File: src/rtl/rcc_pkg.sv
// Purpose: Constants shared by the calendar, timebase and control block
// Assumes: 10 MHz system clock, 32.768 kHz equivalent timebase
// Notes: Indexes sit behind an index/data I/O port pair
package rcc_pkg;
   // I/O ports of the index/data pair
   localparam logic [7:0] PORT_INDEX = 8'h70;
   localparam logic [7:0] PORT_DATA = 8'h71;
   // Register indexes
   localparam logic [7:0] IDX_MONTH = 8'h08;
   localparam logic [7:0] IDX_YEAR = 8'h09;
   localparam logic [7:0] IDX_CTLA = 8'h0A;
   localparam logic [7:0] IDX_CTLB = 8'h0B;
   localparam logic [7:0] IDX_STATC = 8'h0C;
   // Control A fields
   localparam int CTLA_UIP_BIT = 7;
   localparam int CTLA_DCTL_LSB = 4;
   localparam int CTLA_RATE_LSB = 0;
   // Control B fields
   localparam int CTLB_SET_BIT = 7;
   localparam int CTLB_PER_EN_BIT = 6;
   localparam int CTLB_ALM_EN_BIT = 5;
   localparam int CTLB_UPD_EN_BIT = 4;
   localparam int CTLB_BIN_BIT = 2;
   localparam int CTLB_H24_BIT = 1;
   localparam int CTLB_DST_BIT = 0;
   // Status C fields
   localparam int STATC_INT_BIT = 7;
   localparam int STATC_PER_BIT = 6;
   localparam int STATC_ALM_BIT = 5;
   localparam int STATC_UPD_BIT = 4;
   // Divider chain control codes
   localparam logic [2:0] DCTL_NORMAL = 3'h2;
   localparam logic [1:0] DCTL_HOLD_HI = 2'h3;
   // Calendar limits
   localparam logic [7:0] MONTH_FIRST = 8'h01;
   localparam logic [7:0] MONTH_LAST_BIN = 8'h0C;
   localparam logic [7:0] MONTH_LAST_BCD = 8'h12;
   localparam logic [7:0] YEAR_FIRST = 8'h00;
   localparam logic [7:0] YEAR_LAST_BIN = 8'h63;
   localparam logic [7:0] YEAR_LAST_BCD = 8'h99;
   // Timing
   localparam longint CLK_HZ = 10000000;
   localparam longint TB_HZ = 32768;
   localparam longint UIP_WINDOW_US = 244;
   localparam longint HOLD_RELEASE_MS = 500;
   localparam int CHAIN_W = 15;
   localparam int ACC_W = 24;
   localparam logic [ACC_W-1:0] ACC_STEP = ACC_W'(TB_HZ);
   localparam logic [ACC_W-1:0] ACC_LIMIT = ACC_W'(CLK_HZ);
   localparam logic [CHAIN_W-1:0] UIP_TICKS =
      CHAIN_W'((UIP_WINDOW_US * TB_HZ + 999999) / 1000000);
   localparam logic [CHAIN_W-1:0] CHAIN_LAST = 15'h7FFF;
   localparam logic [CHAIN_W-1:0] UIP_START = CHAIN_LAST - UIP_TICKS + 15'h0001;
   localparam logic [CHAIN_W-1:0] CHAIN_RELEASE =
      CHAIN_W'(32'(TB_HZ) - 32'(HOLD_RELEASE_MS * TB_HZ / 1000));
   localparam logic [CHAIN_W-1:0] CHAIN_RESET = CHAIN_RELEASE;
endpackage : rcc_pkg

File: src/rtl/rcc_top.sv
// Purpose: Month/year calendar, divider chain, update flag, periodic events
// Assumes: Day rollover arrives from the time-of-day logic as a carry pulse
// Notes: Divider control, encoding and mode bits and the calendar keep
//    their value through rst; rst acts as the clock-only reset

module rcc_top
   import rcc_pkg::*;
(
   // Clock and reset
   input wire logic clk,
   input wire logic rst,
   // I/O port access
   input wire logic [7:0] io_addr,
   input wire logic io_wr,
   input wire logic io_rd,
   input wire logic [7:0] io_wdata,
   output logic [7:0] io_rdata,
   output logic io_rvalid,
   // Neighbouring clock logic
   input wire logic month_carry,
   input wire logic alarm_event,
   input wire logic update_end_event,
   output logic update_strobe,
   output logic [7:0] month_value,
   output logic [7:0] year_value,
   output logic calendar_binary,
   output logic hour_24,
   output logic dst_enable,
   // Interrupt request to the interrupt controller
   output logic irq
);
   import rcc_pkg::*;

   typedef struct packed {
      // Software-visible registers
      logic [7:0] idx;
      logic [7:0] month;
      logic [7:0] year;
      logic [2:0] dctl;
      logic [3:0] rate;

      // Control B bits
      logic set_b;
      logic per_en;
      logic alm_en;
      logic upd_en;
      logic date_bin;
      logic hour24;
      logic ds_en;

      // Timebase and divider chain
      logic [CHAIN_W-1:0] chain;
      logic [ACC_W-1:0] acc;
      logic update_in_progress_flag;

      // Latched event flags of status C
      logic per_flg;
      logic alm_flg;
      logic upd_flg;
      logic summary_irq_flag;

      // Port answer and update pulse
      logic [7:0] rdata;
      logic rvalid;
      logic upd_pulse;
   } rcc_state_t;

   rcc_state_t st_reg;
   rcc_state_t st_next;

   // One calendar step; returns carry and next value
   // Out-of-range values simply count up through FFh and wrap to zero,
   // which lands year back in the legal range, and month one step later at 01, without special handling
   function automatic logic [8:0] cal_step(input logic [7:0] v, input logic bin,
                                           input logic [7:0] last,
                                           input logic [7:0] first);
      logic [7:0] hi_inc;
      hi_inc = {v[7:4] + 4'h1, 4'h0};
      if (v == last) begin
         cal_step = {1'b1, first};
      end else if (bin || v[3:0] != 4'h9) begin
         cal_step = {1'b0, v + 8'h01};
      end else begin
         cal_step = {1'b0, hi_inc};
      end
   endfunction

   // Tap of the chain for a rate code; zero means disabled
   // Codes 1 and 2 reuse the taps of codes 8 and 9
   function automatic logic [3:0] rate_tap(input logic [3:0] code);
      case (code)
         4'h0: rate_tap = 4'h0;
         4'h1: rate_tap = 4'h7;
         4'h2: rate_tap = 4'h8;
         default: rate_tap = code - 4'h1;
      endcase
   endfunction

   // Timebase and divider chain
   logic tb_tick;
   logic chain_hold;
   logic chain_normal;
   logic chain_step;
   logic chain_wrap;
   logic [ACC_W-1:0] acc_sum;

   // Periodic event
   logic [3:0] tap;
   logic [CHAIN_W-1:0] tap_mask;
   logic per_evt;

   // Update and calendar step
   logic do_update;
   logic [8:0] mon_res;
   logic [8:0] yr_res;

   // Summary flag causes
   logic per_rise;
   logic alm_rise;
   logic upd_rise;
   logic per_late;
   logic alm_late;
   logic upd_late;

   // Port decode and read mux
   logic wr_idx;
   logic wr_data;
   logic rd_data;
   logic rd_idx;
   logic [7:0] rd_val;

   always_comb begin
      st_next = st_reg;
      st_next.rvalid = 1'b0;
      st_next.upd_pulse = 1'b0;

      // Port decode; any other address is ignored
      wr_idx = io_wr && io_addr == PORT_INDEX;
      wr_data = io_wr && io_addr == PORT_DATA;
      rd_idx = io_rd && io_addr == PORT_INDEX;
      rd_data = io_rd && io_addr == PORT_DATA;

      // Timebase: fractional accumulator gives 32.768 kHz enables
      // The remainder spreads the ticks evenly, so a second has no drift
      acc_sum = st_reg.acc + ACC_STEP;
      tb_tick = acc_sum >= ACC_LIMIT;
      st_next.acc = tb_tick ? acc_sum - ACC_LIMIT : acc_sum;

      chain_hold = st_reg.dctl[2:1] == DCTL_HOLD_HI;
      chain_normal = st_reg.dctl == DCTL_NORMAL;
      // Reserved codes step the chain every clock, far above 1 Hz
      chain_step = chain_normal ? tb_tick : !chain_hold;
      chain_wrap = chain_step && st_reg.chain == CHAIN_LAST;

      // Hold rewrites the parked value every cycle, so a release always
      // starts 16384 chain steps before the next wrap, half a second in normal mode
      if (chain_hold) begin
         // Parked half a second before the wrap
         st_next.chain = CHAIN_RELEASE;
      end else if (chain_step) begin
         st_next.chain = st_reg.chain + 15'h0001;
      end

      // Periodic event from the selected chain tap
      tap = rate_tap(st_reg.rate);
      tap_mask = (15'h0001 << tap) - 15'h0001;
      // A tap fires when the low bits all read one on a step
      per_evt = chain_step && tap != 4'h0 &&
                (st_reg.chain & tap_mask) == tap_mask;

      // Update at chain wrap unless inhibited
      do_update = chain_wrap && !st_reg.set_b;
      // Flag rises a few ticks before the wrap, so software is warned
      // before the registers move; it lags the chain by one clock
      st_next.update_in_progress_flag = !st_reg.set_b && !chain_hold && !chain_wrap &&
                    st_reg.chain >= UIP_START;
      if (do_update) begin
         st_next.upd_pulse = 1'b1;
      end

      // Month and year advance on the day carry
      mon_res = cal_step(st_reg.month, st_reg.date_bin,
                         st_reg.date_bin ? MONTH_LAST_BIN : MONTH_LAST_BCD,
                         MONTH_FIRST);
      yr_res = cal_step(st_reg.year, st_reg.date_bin,
                        st_reg.date_bin ? YEAR_LAST_BIN : YEAR_LAST_BCD,
                        YEAR_FIRST);
      // A data write in the same cycle is applied later and wins
      if (month_carry && !st_reg.set_b) begin
         st_next.month = mon_res[7:0];
         if (mon_res[8]) begin
            st_next.year = yr_res[7:0];
         end
      end

      // Read: status C clears on read, a new event wins
      rd_val = 8'h00;
      case (st_reg.idx)
         IDX_MONTH: rd_val = st_reg.month;
         IDX_YEAR: rd_val = st_reg.year;
         IDX_CTLA: rd_val = {st_reg.update_in_progress_flag, st_reg.dctl, st_reg.rate};
         IDX_CTLB: rd_val = {st_reg.set_b, st_reg.per_en, st_reg.alm_en,
                             st_reg.upd_en, 1'b0, st_reg.date_bin,
                             st_reg.hour24, st_reg.ds_en};
         IDX_STATC: rd_val = {st_reg.summary_irq_flag, st_reg.per_flg, st_reg.alm_flg,
                              st_reg.upd_flg, 4'h0};
         default: rd_val = 8'h00;
      endcase
      if (rd_data) begin
         st_next.rdata = rd_val;
         st_next.rvalid = 1'b1;
      end else if (rd_idx) begin
         st_next.rdata = st_reg.idx;
         st_next.rvalid = 1'b1;
      end

      // Only a data-port read of status C clears; an index read does not
      if (rd_data && st_reg.idx == IDX_STATC) begin
         st_next.per_flg = 1'b0;
         st_next.alm_flg = 1'b0;
         st_next.upd_flg = 1'b0;
         st_next.summary_irq_flag = 1'b0;
      end

      // Writes
      if (wr_idx) begin
         st_next.idx = io_wdata;
      end

      if (wr_data) begin
         case (st_reg.idx)
            IDX_MONTH: st_next.month = io_wdata;
            IDX_YEAR: st_next.year = io_wdata;
            IDX_CTLA: begin
               // Update flag bit is not writable
               st_next.dctl = io_wdata[CTLA_DCTL_LSB +: 3];
               st_next.rate = io_wdata[CTLA_RATE_LSB +: 4];
            end
            IDX_CTLB: begin
               st_next.set_b = io_wdata[CTLB_SET_BIT];
               st_next.per_en = io_wdata[CTLB_PER_EN_BIT];
               st_next.alm_en = io_wdata[CTLB_ALM_EN_BIT];
               // Setting inhibit also drops the update-ended enable
               st_next.upd_en = io_wdata[CTLB_UPD_EN_BIT] && !io_wdata[CTLB_SET_BIT];
               st_next.date_bin = io_wdata[CTLB_BIN_BIT];
               st_next.hour24 = io_wdata[CTLB_H24_BIT];
               st_next.ds_en = io_wdata[CTLB_DST_BIT];
            end
            default: st_next.idx = st_reg.idx;
         endcase
      end

      // Event flags; setting wins over the read clear
      if (per_evt) begin
         st_next.per_flg = 1'b1;
      end

      if (alarm_event) begin
         st_next.alm_flg = 1'b1;
      end

      if (update_end_event) begin
         st_next.upd_flg = 1'b1;
      end

      // Summary flag from an enabled rising flag or a late enable
      // A flag already set gives no new rise, so only a 0 to 1 edge counts
      per_rise = per_evt && !st_reg.per_flg && st_reg.per_en;
      alm_rise = alarm_event && !st_reg.alm_flg && st_reg.alm_en;
      upd_rise = update_end_event && !st_reg.upd_flg && st_reg.upd_en;

      // A late enable looks at the flag as it stood before this cycle
      per_late = st_next.per_en && !st_reg.per_en && st_reg.per_flg;
      alm_late = st_next.alm_en && !st_reg.alm_en && st_reg.alm_flg;
      upd_late = st_next.upd_en && !st_reg.upd_en && st_reg.upd_flg;

      if (per_rise || alm_rise || upd_rise ||
          per_late || alm_late || upd_late) begin
         st_next.summary_irq_flag = 1'b1;
      end
   end

   // Only the clock-only reset fields are cleared; the rest hold
   // Calendar, divider control and mode bits are left out on purpose:
   // software must find them unchanged after a clock-only reset
   always_ff @(posedge clk or posedge rst) begin
      if (rst) begin
         st_reg.idx <= 8'h00;
         st_reg.per_en <= 1'b0;
         st_reg.alm_en <= 1'b0;
         st_reg.upd_en <= 1'b0;
         st_reg.chain <= CHAIN_RESET;
         st_reg.acc <= '0;
         st_reg.per_flg <= 1'b0;
         st_reg.alm_flg <= 1'b0;
         st_reg.upd_flg <= 1'b0;
         st_reg.summary_irq_flag <= 1'b0;
         st_reg.rdata <= 8'h00;
         st_reg.rvalid <= 1'b0;
         st_reg.upd_pulse <= 1'b0;
      end else begin
         st_reg <= st_next;
      end
   end

   // Every output is a field of the state register
   assign io_rdata = st_reg.rdata;
   assign io_rvalid = st_reg.rvalid;
   assign update_strobe = st_reg.upd_pulse;
   assign month_value = st_reg.month;
   assign year_value = st_reg.year;
   assign calendar_binary = st_reg.date_bin;
   assign hour_24 = st_reg.hour24;
   assign dst_enable = st_reg.ds_en;
   assign irq = st_reg.summary_irq_flag;
endmodule // rcc_top

File: config.mk
export PLATFORM = sky130hd
export DESIGN_NAME = rcc_top
export DESIGN_NICKNAME = d
export VERILOG_FILES = /design/src/rtl/rcc_pkg.sv /design/src/rtl/rcc_top.sv
export SDC_FILE = /design/constraint.sdc
export NUM_CORES = 1
export LEC_CHECK = 0
export ABC_CLOCK_PERIOD_IN_PS = 9450
export BUFFER_PORTS_ARGS = -buffer_cell sky130_fd_sc_hd__buf_2
export CAP_MARGIN = 15
export CELL_PAD_IN_SITES_DETAIL_PLACEMENT = 1
export CELL_PAD_IN_SITES_GLOBAL_PLACEMENT = 2
export CORE_AREA = 5 5 135 137
export CTS_CLUSTER_DIAMETER = 120
export DETAILED_ROUTE_END_ITERATION = 10
export DIE_AREA = 0 0 140 142
export GPL_TIMING_DRIVEN = 0
export HOLD_SLACK_MARGIN = 0.08
export PLACE_DENSITY_LB_ADDON = 0.1
export SLEW_MARGIN = 20
export SYNTH_ARGS = -nofsm -noshare
export SYNTH_HDL_FRONTEND = slang
export SYNTH_SLANG_ARGS = --single-unit
export TNS_END_PERCENT = 1
File: constraint.sdc
create_clock -name clk -period 9.45 [get_ports clk]
set_input_delay 1.89 -clock clk [delete_from_list [all_inputs] [get_ports clk]]
set_output_delay 1.89 -clock clk [all_outputs]
set_load 0.03 [all_outputs]
## After elaboration in Yosys (flattened, before gate mapping)

Cells that the tools add are included.

| storage, ports and cells | value |
|---|---|
| logic and storage cells | 137 |
| input bits | 23 |
| register bits after elaboration | 92 |
| output and inout bits | 30 |

| operators by class | value |
|---|---|
| bitwise logic cells | 2 |
| reduce and logical (&&, ||, !) cells | 54 |
| add/sub/neg operators | 9 |
| muxes and demuxes | 29 |
| magnitude comparators | 2 |
| shifts and indexed selects | 1 |
| equal/unequal tests | 18 |

Operators with widths:

| cell | number |
|---|---|
| $mux 8 | 9 |
| $eq 8x4->1 const B | 5 |
| $pmux 8 s5 | 1 |
| $mux 38 | 1 |
| $mux 15 | 2 |
| $mux 9 | 3 |
| $logic_and 1x1->1 | 26 |
| $add 24x16->24 const B | 1 |
| $ge 24x24->1 const B | 1 |
| $mux 24 | 1 |
| $sub 24x24->24 const B | 1 |
| $add 8x1->8 const B | 2 |
| $eq 8x7->1 const B | 2 |
| $mux 16 | 1 |
| $add 15x1->15 const B | 1 |
| $and 15x15->15 | 1 |
| $eq 15x15->1 | 1 |
| $eq 15x15->1 const B | 1 |
| $ge 15x15->1 const B | 1 |
| $shl 1x4->15 const A | 1 |
| $sub 15x1->15 const B | 1 |
| $mux 7 | 2 |
| $pmux 4 s3 | 1 |
| $reduce_bool 2->1 | 6 |
| 20 further kinds | 43 |

## Longest topological paths before layout

Gate-level depths: netlist of run 1.

| depth | value |
|---|---|
| depth in word-level cells | 15 |
| mapped depth | 16 |
| depth with buffers taken out | 14 |

## Least setup slack after synthesis of run 1

No wires, ideal clock.

| path | value |
|---|---|
| path kind | in2reg |
| from | in io_addr[7] |
| to | reg st_reg[61] (netlist name) (enable) |
| arrival time | 3531 ps |
| stages | 4 |
| data required time | 9057 ps |
| library setup time | 393 ps |
| slack | 5526 ps |
| cell sequence | nand4b_1 > nor4_1 > nand4_1 > nor4b_1 |

| between the ends | value |
|---|---|
| longest elaborated chain between the ends | 3 |

Ends and longest elaborated chain:

| item | line | text |
|---|---|---|
| from (decl) | rcc_top.sv:13 | `input wire logic [7:0] io_addr,` |
| $eq 8x7->1 | rcc_top.sv:139 | `wr_data = io_wr && io_addr == PORT_DATA;` |
| $logic_and 1x1->1 | rcc_top.sv:139 |  |
| $reduce_and 3->1 (no line) | -- |  |
| to (signal assigned) | rcc_top.sv:302 | `st_reg <= st_next;` |
| to (decl) | rcc_top.sv:68 | `rcc_state_t st_reg;` |

No other way between the ends.
A chain may end at the register's enable or synchronous reset.

==> results of run 1 <==
[metrics by stage]
stage	instances	area (sq um)	hold WS [ns]	power, uW
2_1_floorplan	646	5819	0.4510	443.2
3_3_place_gp	922	6356	0.4648	468.8
3_5_place_dp	923	6392	0.4726	471.9
4_1_cts	939	6708	0.4874	859.2
5_1_grt	939	6708	0.5258	879.6
6_report	939	6708	0.4822	845.7
[cells by family after synthesis]
logic type	share of synthesized area
xor gates and xnor gates	0.04816
DFF	0.3898
and+or+nand+nor	0.2279
adders and majority gates	0.03870
AOI/OAI and AO/OA	0.1828
muxes	0.04322
buffers and inverters	0.06945
[final cells by class]
type / count / share of cell area
Inverter: 21 / 0.01212
Multi-Input combinational cell: 490 / 0.4701
Timing Repair Buffer: 52 / 0.04216
Clock inverter: 3 / 0.006156
Clock buffer: 13 / 0.04085
Buffer: 50 / 0.04850
Tap cell: 225 / 0.04197
Sequential cell: 85 / 0.3382
[worst max-delay path, delay by kind of cell]
family                 cells  cell delay (ns)
AOI/OAI and AO/OA          1             0.17
buffers and inverters      2             0.51
and+or+nand+nor            4             1.89
[power by group through the flow]
stage                     clock network (uW)  logic [uW]  registers, uW
after floorplan                            0        42.7            401
after global placement                     0        63.7            405
after detailed placement                   0        67.1            405
after CTS                                394        67.2            398
after global routing                     409        72.5            398
final                                    382        66.1            398
[per-layer routing]
metal  up-vias  global-route usage
met2        69              0.2978
met1      2552              0.2509
met4         0             0.04997
li1       2463                   -
met5         -                   0
met3        15             0.02587
[cells in the mapped netlist (10+ instances only)]
| master | number |
|---|---|
| buf_4 | 25 |
| nor4_1 | 10 |
| a31oi_1 | 11 |
| nor3_1 | 17 |
| edfxtp_1 | 28 |
| nand3_1 | 17 |
| dfrtp_1 | 56 |
| nor2_1 | 45 |
| clkbuf_1 | 16 |
| nor2b_1 | 14 |
| inv_1 | 21 |
| xnor2_1 | 25 |
| o21ai_0 | 53 |
| nand2_1 | 79 |
| ha_1 | 18 |
| a21oi_1 | 38 |
[path summary, 6_finish.rpt]
check	depth (start not counted)	slack (ns)	end
max reg2reg	15	5.63	irq
min	2	0.48	io_rdata[7]
min in group asynchronous	2	1.55	st_reg[87]
max	7	5.06	year_value[4]
min reg2reg	2	0.48	io_rdata[7]
max in group asynchronous	3	7.26	st_reg[53]
[layout by cell type, fill, tap and decap left out, drive strengths merged, types with 4 or more instances in the layout]
master   n
or2      5
and3     4
nand4    7
o31ai    6
inv     22
nand3   17
nor2b   14
xor2     7
a21oi   38
dfrtp   56
a21o     4
mux4     4
xnor2   25
nor3    18
nor2    46
nor4b    5
nand3b   6
nor4    11
mux2i    6
mux2     9
ha      18
a211oi   4
nand2b   8
o21ai   56
nor3b    9
o211ai   7
a22oi    4
a31oi   11
clkbuf  32
buf     82
or3     10
and2     7
nand2   79
edfxtp  28
==> out/qor.csv, run 1 <==
stage,metric,value,unit
critical_path,Worst setup SP type,primary input,
finish,Diodes inserted,0,
routing,DR WL/cell,18.78,um
clock_tree,CTS tree,yes,
finish,multi-input logic area,3153,sq um
yosys,synthesized area,5819,sq um
global_routing,grt ovf,0,
pwr,Cell Pwr Density,126.1,nW/um^2
pwr,leakage,0.002618,uW
critical_path,CP cell instances,buf_2 > nand4b_1 > nor4_1 > nand4_1 > nor3b_1 > clkbuf_1 > o21ai_0,
routing,routed vias,5099,
global_routing,largest net degree at the start of global routing,52,
hold_path,worst min-delay path category,register to register,
yosys,"EDFF count, synth",28,
finish,nets,750,
global_routing,initial antenna violation count,0,
pwr,Switching Fraction,0.2401,
clock_tree,total CTS buffers,9,
timing,relative slew slack,0.2878,
floorplanning,Die Wd,140,um
routing,final wirelength,17640,um
timing,final clock skew,0.01019,ns
finish,Sequential Area,2268,sq um
critical_path,Critical Path Fanout Max,10,
routing,met1 WL,8621,um
clock_tree,clock tree sinks,85,
timing,final setup vio count,0,
floorplanning,CORE AREA,16940,sq um
pwr,clock share of power,0.452,
routing,routed wl met2,8280,um
critical_path,kind of critical path,primary input to register,
global_routing,first-pass GRT wire length,28900,um
global_routing,vias in the first global route,5383,
critical_path,FF-to-FF Start,st_reg[61],
pwr,Psw,203.0,uW
critical_path,Critical Path Sink Type,register,
critical_path,WP data required,9.52,ns
timing,Pins Over Slew Limit,0,
yosys,post-synth top area share,0.2408,
clock_tree,post-CTS setup buffers,0,
status,status,completed,
finish,max reg flops,55,
floorplanning,Core Rows,48,
clock_tree,clock buffer depth,2,
finish,fillers,2013,
timing,Final Worst Setup Slack,5.064,ns
yosys,largest area contributor in the netlist,dfrtp_1,
clock_tree,Clock Pin Slew Worst Setup and Hold Paths,0.06,ns
yosys,async set or reset register ratio after synthesis,0.6706,
clock_tree,CTS Root Cell,clkbuf_16,
timing,endpoints failing hold,0,
yosys,syn_nets,687,
yosys,post-synthesis register bit count,85,
timing,"Period Utilization, post-route",0.4641,
finish,Area Growth Syn to Fin,15.27,%
critical_path,Worst Setup SP,io_addr[7],
routing,DRC viols,0,
placement,Placement Setup Slack,4.719,ns
finish,share of cells above drive strength 1,0.1919,
clock_tree,clk_lat worst skew,0.35,ns
placement,RePlAce Congestion,0.8500,
job,MaxCap Viol Count,0,
clock_tree,# hold bufs at CTS,0,
floorplanning,Ports,53,
placement,Final HPWL DP,13240,um
finish,"Core Util, Final",0.3961,
timing,max frequency,228.0,MHz
yosys,register area share after synthesis,0.3898,
yosys,Netlist cell types,82,
clock_tree,CTS H-tree depth,3,
routing,DR iter-0 viols,274,
timing,actual slew at the worst max-slew pin,1.053,ns
routing,met3 WL,505,um
timing,Setup TNS,0,ns
yosys,cell count after synthesis,646,
timing,min Tclk post-route,4.386,ns
floorplanning,effective utilization at floorplan,0.3436,
hold_path,min-delay src,io_rdata[7],
pwr,Sequential Power Share,0.470,
yosys,synth warn,0,
floorplanning,Die ar.,19880,sq um
yosys,mean post-synth cell area,9.008,sq um
timing,unrepaired setup endpoints after global routing,no,
critical_path,CP peak stage delay,0.83,ns
yosys,synth top area cells,"dfrtp_1 (24%), edfxtp_1 (14%), nand2_1 (5.1%)",
routing,first-pass iteration count of the detailed router,4,
routing,Post-DRT Antenna Nets,0,
floorplanning,Die Ht,142,um
clock_tree,post-CTS resize count,0,
critical_path,Worst Path Arrival,4.46,ns
yosys,"Primary FF master, synth",dfrtp_1,
critical_path,CP max-delay cell,nor3b_1,
pwr,Logic pwr share,0.078,
routing,vias per inst,5.430,
placement,number of I/O port buffers,51,
global_routing,GRT Total Usage,0.1809,
pwr,internal power,642.7,uW
routing,Top Layer Used,met4,
pwr,Worst VDD drop,0.08833,mV
Power figures use the tool's default switching activity.
==> run 2: changes to the inputs <==
ABC_AREA = 1   (was default)
ABC_CLOCK_PERIOD_IN_PS = 4200   (was 9450)
CORE_AREA = 5 5 138 140   (was 5 5 135 137)
DIE_AREA = 0 0 143 145   (was 0 0 140 142)
clock period = 4.2 ns   (was 9.45 ns; I/O delays follow)
==> out/qor.csv, run 2 <==
stage,metric,value,unit
clock_tree,clk_lat worst skew,0.35,ns
yosys,largest area contributor in the netlist,dfrtp_1,
routing,DR iter-0 viols,229,
yosys,syn_nets,847,
global_routing,GRT Total Usage,0.1874,
routing,vias per inst,5.144,
finish,Area Growth Syn to Fin,14.79,%
routing,final wirelength,19220,um
timing,actual slew at the worst max-slew pin,0.6862,ns
global_routing,grt ovf,0,
timing,final clock skew,0.01505,ns
critical_path,Worst Path Arrival,3.22,ns
critical_path,CP cell instances,inv_1 > ha_1 > inv_2 > nand2_1 > nand2_2 > nand2_2 > o21ai_2 > nand3_2 > ha_1 > inv_1 > nor2_1 > nand2_2 > nand2_1 > nand3_1 > nand2_1 > nor2_1 > nand4_1 > nor2_1 > nand3_1 > nand2_1,
yosys,post-synth top area share,0.2323,
hold_path,worst min-delay path category,register to register,
finish,max reg flops,55,
yosys,post-synthesis mux area share,0,
routing,DRC viols,0,
finish,fillers,2227,
floorplanning,effective utilization at floorplan,0.3405,
yosys,synthesized area,6033,sq um
yosys,"Primary FF master, synth",dfrtp_1,
critical_path,flop2flop setup slack,1.26,ns
critical_path,worst r2r dst,irq,
yosys,synth warn,0,
timing,max frequency,340.2,MHz
placement,RePlAce Congestion,0.8661,
clock_tree,Clock Pin Slew Worst Setup and Hold Paths,0.07,ns
timing,unrepaired setup endpoints after global routing,no,
clock_tree,CTS Root Cell,clkbuf_16,
critical_path,FF-to-FF Start,st_reg[62],
hold_path,min-delay src,st_reg[60],
finish,share of cells above drive strength 1,0.1737,
pwr,Cell Pwr Density,273.8,nW/um^2
clock_tree,post-CTS setup buffers,0,
timing,"Period Utilization, post-route",0.6999,
yosys,Netlist cell types,53,
timing,endpoints failing hold,0,
global_routing,initial antenna violation count,0,
critical_path,kind of critical path,register to register,
finish,"Core Util, Final",0.3909,
pwr,leakage,0.003357,uW
yosys,main combinational cell family by area after synthesis,simple AND/OR/NAND/NOR gates,
timing,Setup TNS,0,ns
yosys,post-synthesis register bit count,85,
placement,number of I/O port buffers,52,
floorplanning,Die Wd,143,um
global_routing,first-pass GRT wire length,31330,um
yosys,mean post-synth cell area,7.485,sq um
clock_tree,CTS H-tree depth,3,
routing,first-pass iteration count of the detailed router,5,
finish,Sequential Area,2268,sq um
yosys,"EDFF count, synth",28,
critical_path,Critical Path Sink Type,register,
yosys,most common cell in the netlist,nand2_1,
pwr,Worst VDD drop,0.1836,mV
timing,final setup vio count,0,
finish,"commonest non-fill, non-tap cells in the layout","nand2_1 (161), inv_1 (120), nor2_1 (78)",
global_routing,largest net degree at the start of global routing,46,
critical_path,R2R cell count,20,
clock_tree,total CTS buffers,9,
finish,multi-input logic area,3087,sq um
critical_path,CP peak stage delay,0.48,ns
clock_tree,# hold bufs at CTS,0,
critical_path,WP data required,4.48,ns
yosys,Adder-Cell Fraction of Synth Area,0.03733,
timing,relative slew slack,0.5408,
job,MaxCap Viol Count,0,
timing,Pins Over Slew Limit,0,
critical_path,Critical Path Fanout Max,6,
clock_tree,post-CTS resize count,0,
placement,Final HPWL DP,15290,um
critical_path,WP buf/inv,3,
floorplanning,Ports,53,
critical_path,Worst setup SP type,register,
critical_path,Critical Path Most Common Cell,nand2_1,
finish,nets,911,
finish,Diodes inserted,0,
clock_tree,CTS tree,yes,
status,status,completed,
yosys,fraction of the mapped netlist area in compound gates,0.1209,
yosys,synth cell count leaders,"nand2_1 (161), inv_1 (121), nor2_1 (78)",
yosys,async set or reset register ratio after synthesis,0.6706,
routing,DR WL/cell,17.41,um
floorplanning,Core Rows,49,
floorplanning,CORE AREA,17720,sq um
critical_path,CP max-delay cell,edfxtp_1,
critical_path,Top delay family on crit path,simple AND/OR/NAND/NOR gates,
yosys,cell count after synthesis,806,
hold_path,hold path cells,1,
timing,min Tclk post-route,2.939,ns
yosys,Post-Synth Simple-Gate Area,0.3264,
yosys,synth top area cells,"dfrtp_1 (23%), edfxtp_1 (14%), nand2_1 (10%)",
yosys,register area share after synthesis,0.3760,
floorplanning,Die ar.,20740,sq um
finish,"leading cell type in the layout, fill and taps excluded",nand2_1,
routing,Post-DRT Antenna Nets,0,
clock_tree,clock tree sinks,85,
hold_path,hold endpoint,update_strobe,
floorplanning,Die Ht,145,um
global_routing,vias in the first global route,6040,
routing,routed vias,5679,
yosys,Synth Area in XOR/XNOR,0.02613,
clock_tree,clock buffer depth,2,
==> run 2: area by class of cell <==
class	instances	area share
multi-input cells	566	0.4457
flip-flops and latches	85	0.3276
inverters	126	0.06902
repair buffers	53	0.04155
well taps	229	0.04137
clock buffers	11	0.03668
plain buffers	29	0.02999
clock inverters	5	0.008130
==> run 2: worst max-delay path by stage <==
stage          startpoint             end  slack, ns  cells past startpoint
2_1_floorplan         rst  month_value[0]       1.42                      1
3_3_place_gp          rst      st_reg[34]       0.21                      2
3_5_place_dp   io_addr[3]      st_reg[66]       1.02                      5
4_1_cts        st_reg[62]             irq       1.22                     20
5_1_grt        st_reg[62]             irq       0.92                     20
6_report       st_reg[62]             irq       1.26                     20
==> run 2: power by group <==
| group | internal [uW] | leakage [uW] | switching, uW | total [uW] |
|---|---|---|---|---|
| Combinational | 49.7 | 0.00220 | 94.9 | 145 |
| Sequential | 873 | 0.00101 | 23.4 | 897 |
| Clock | 498 | 0.000151 | 357 | 855 |
==> run 2: layer usage <==
metal  track usage  up-vias  share of wire
met4       0.03897        0          0.011
met2        0.2996       87           0.46
met5             0        -              0
li1              -     2801              -
met1        0.2702     2769           0.50
met3       0.02665       22          0.027
==> run 2: stage by stage <==
| stage | area (sq um) | power (uW) | cells | worst slack (ns) | hold WS [ns] |
|---|---|---|---|---|---|
| floorplan | 6033 | 995.3 | 806 | 1.424 | 0.4042 |
| global placement | 6580 | 1053 | 1087 | 0.2081 | 0.4204 |
| detailed placement | 6610 | 1059 | 1088 | 1.018 | 0.4204 |
| CTS | 6920 | 1922 | 1104 | 1.220 | 0.4255 |
| global route | 6925 | 1970 | 1104 | 0.9243 | 0.4444 |
| finish | 6925 | 1896 | 1104 | 1.261 | 0.4233 |
==> run 2: kinds of logic after synthesis <==
| kind of cell | count (synthesis) |
|---|---|
| DFF | 85 |
| AOI/OAI and AO/OA | 121 |
| xor gates and xnor gates | 18 |
| adders and majority gates | 18 |
| and+or+nand+nor | 409 |
| buffers and inverters | 155 |
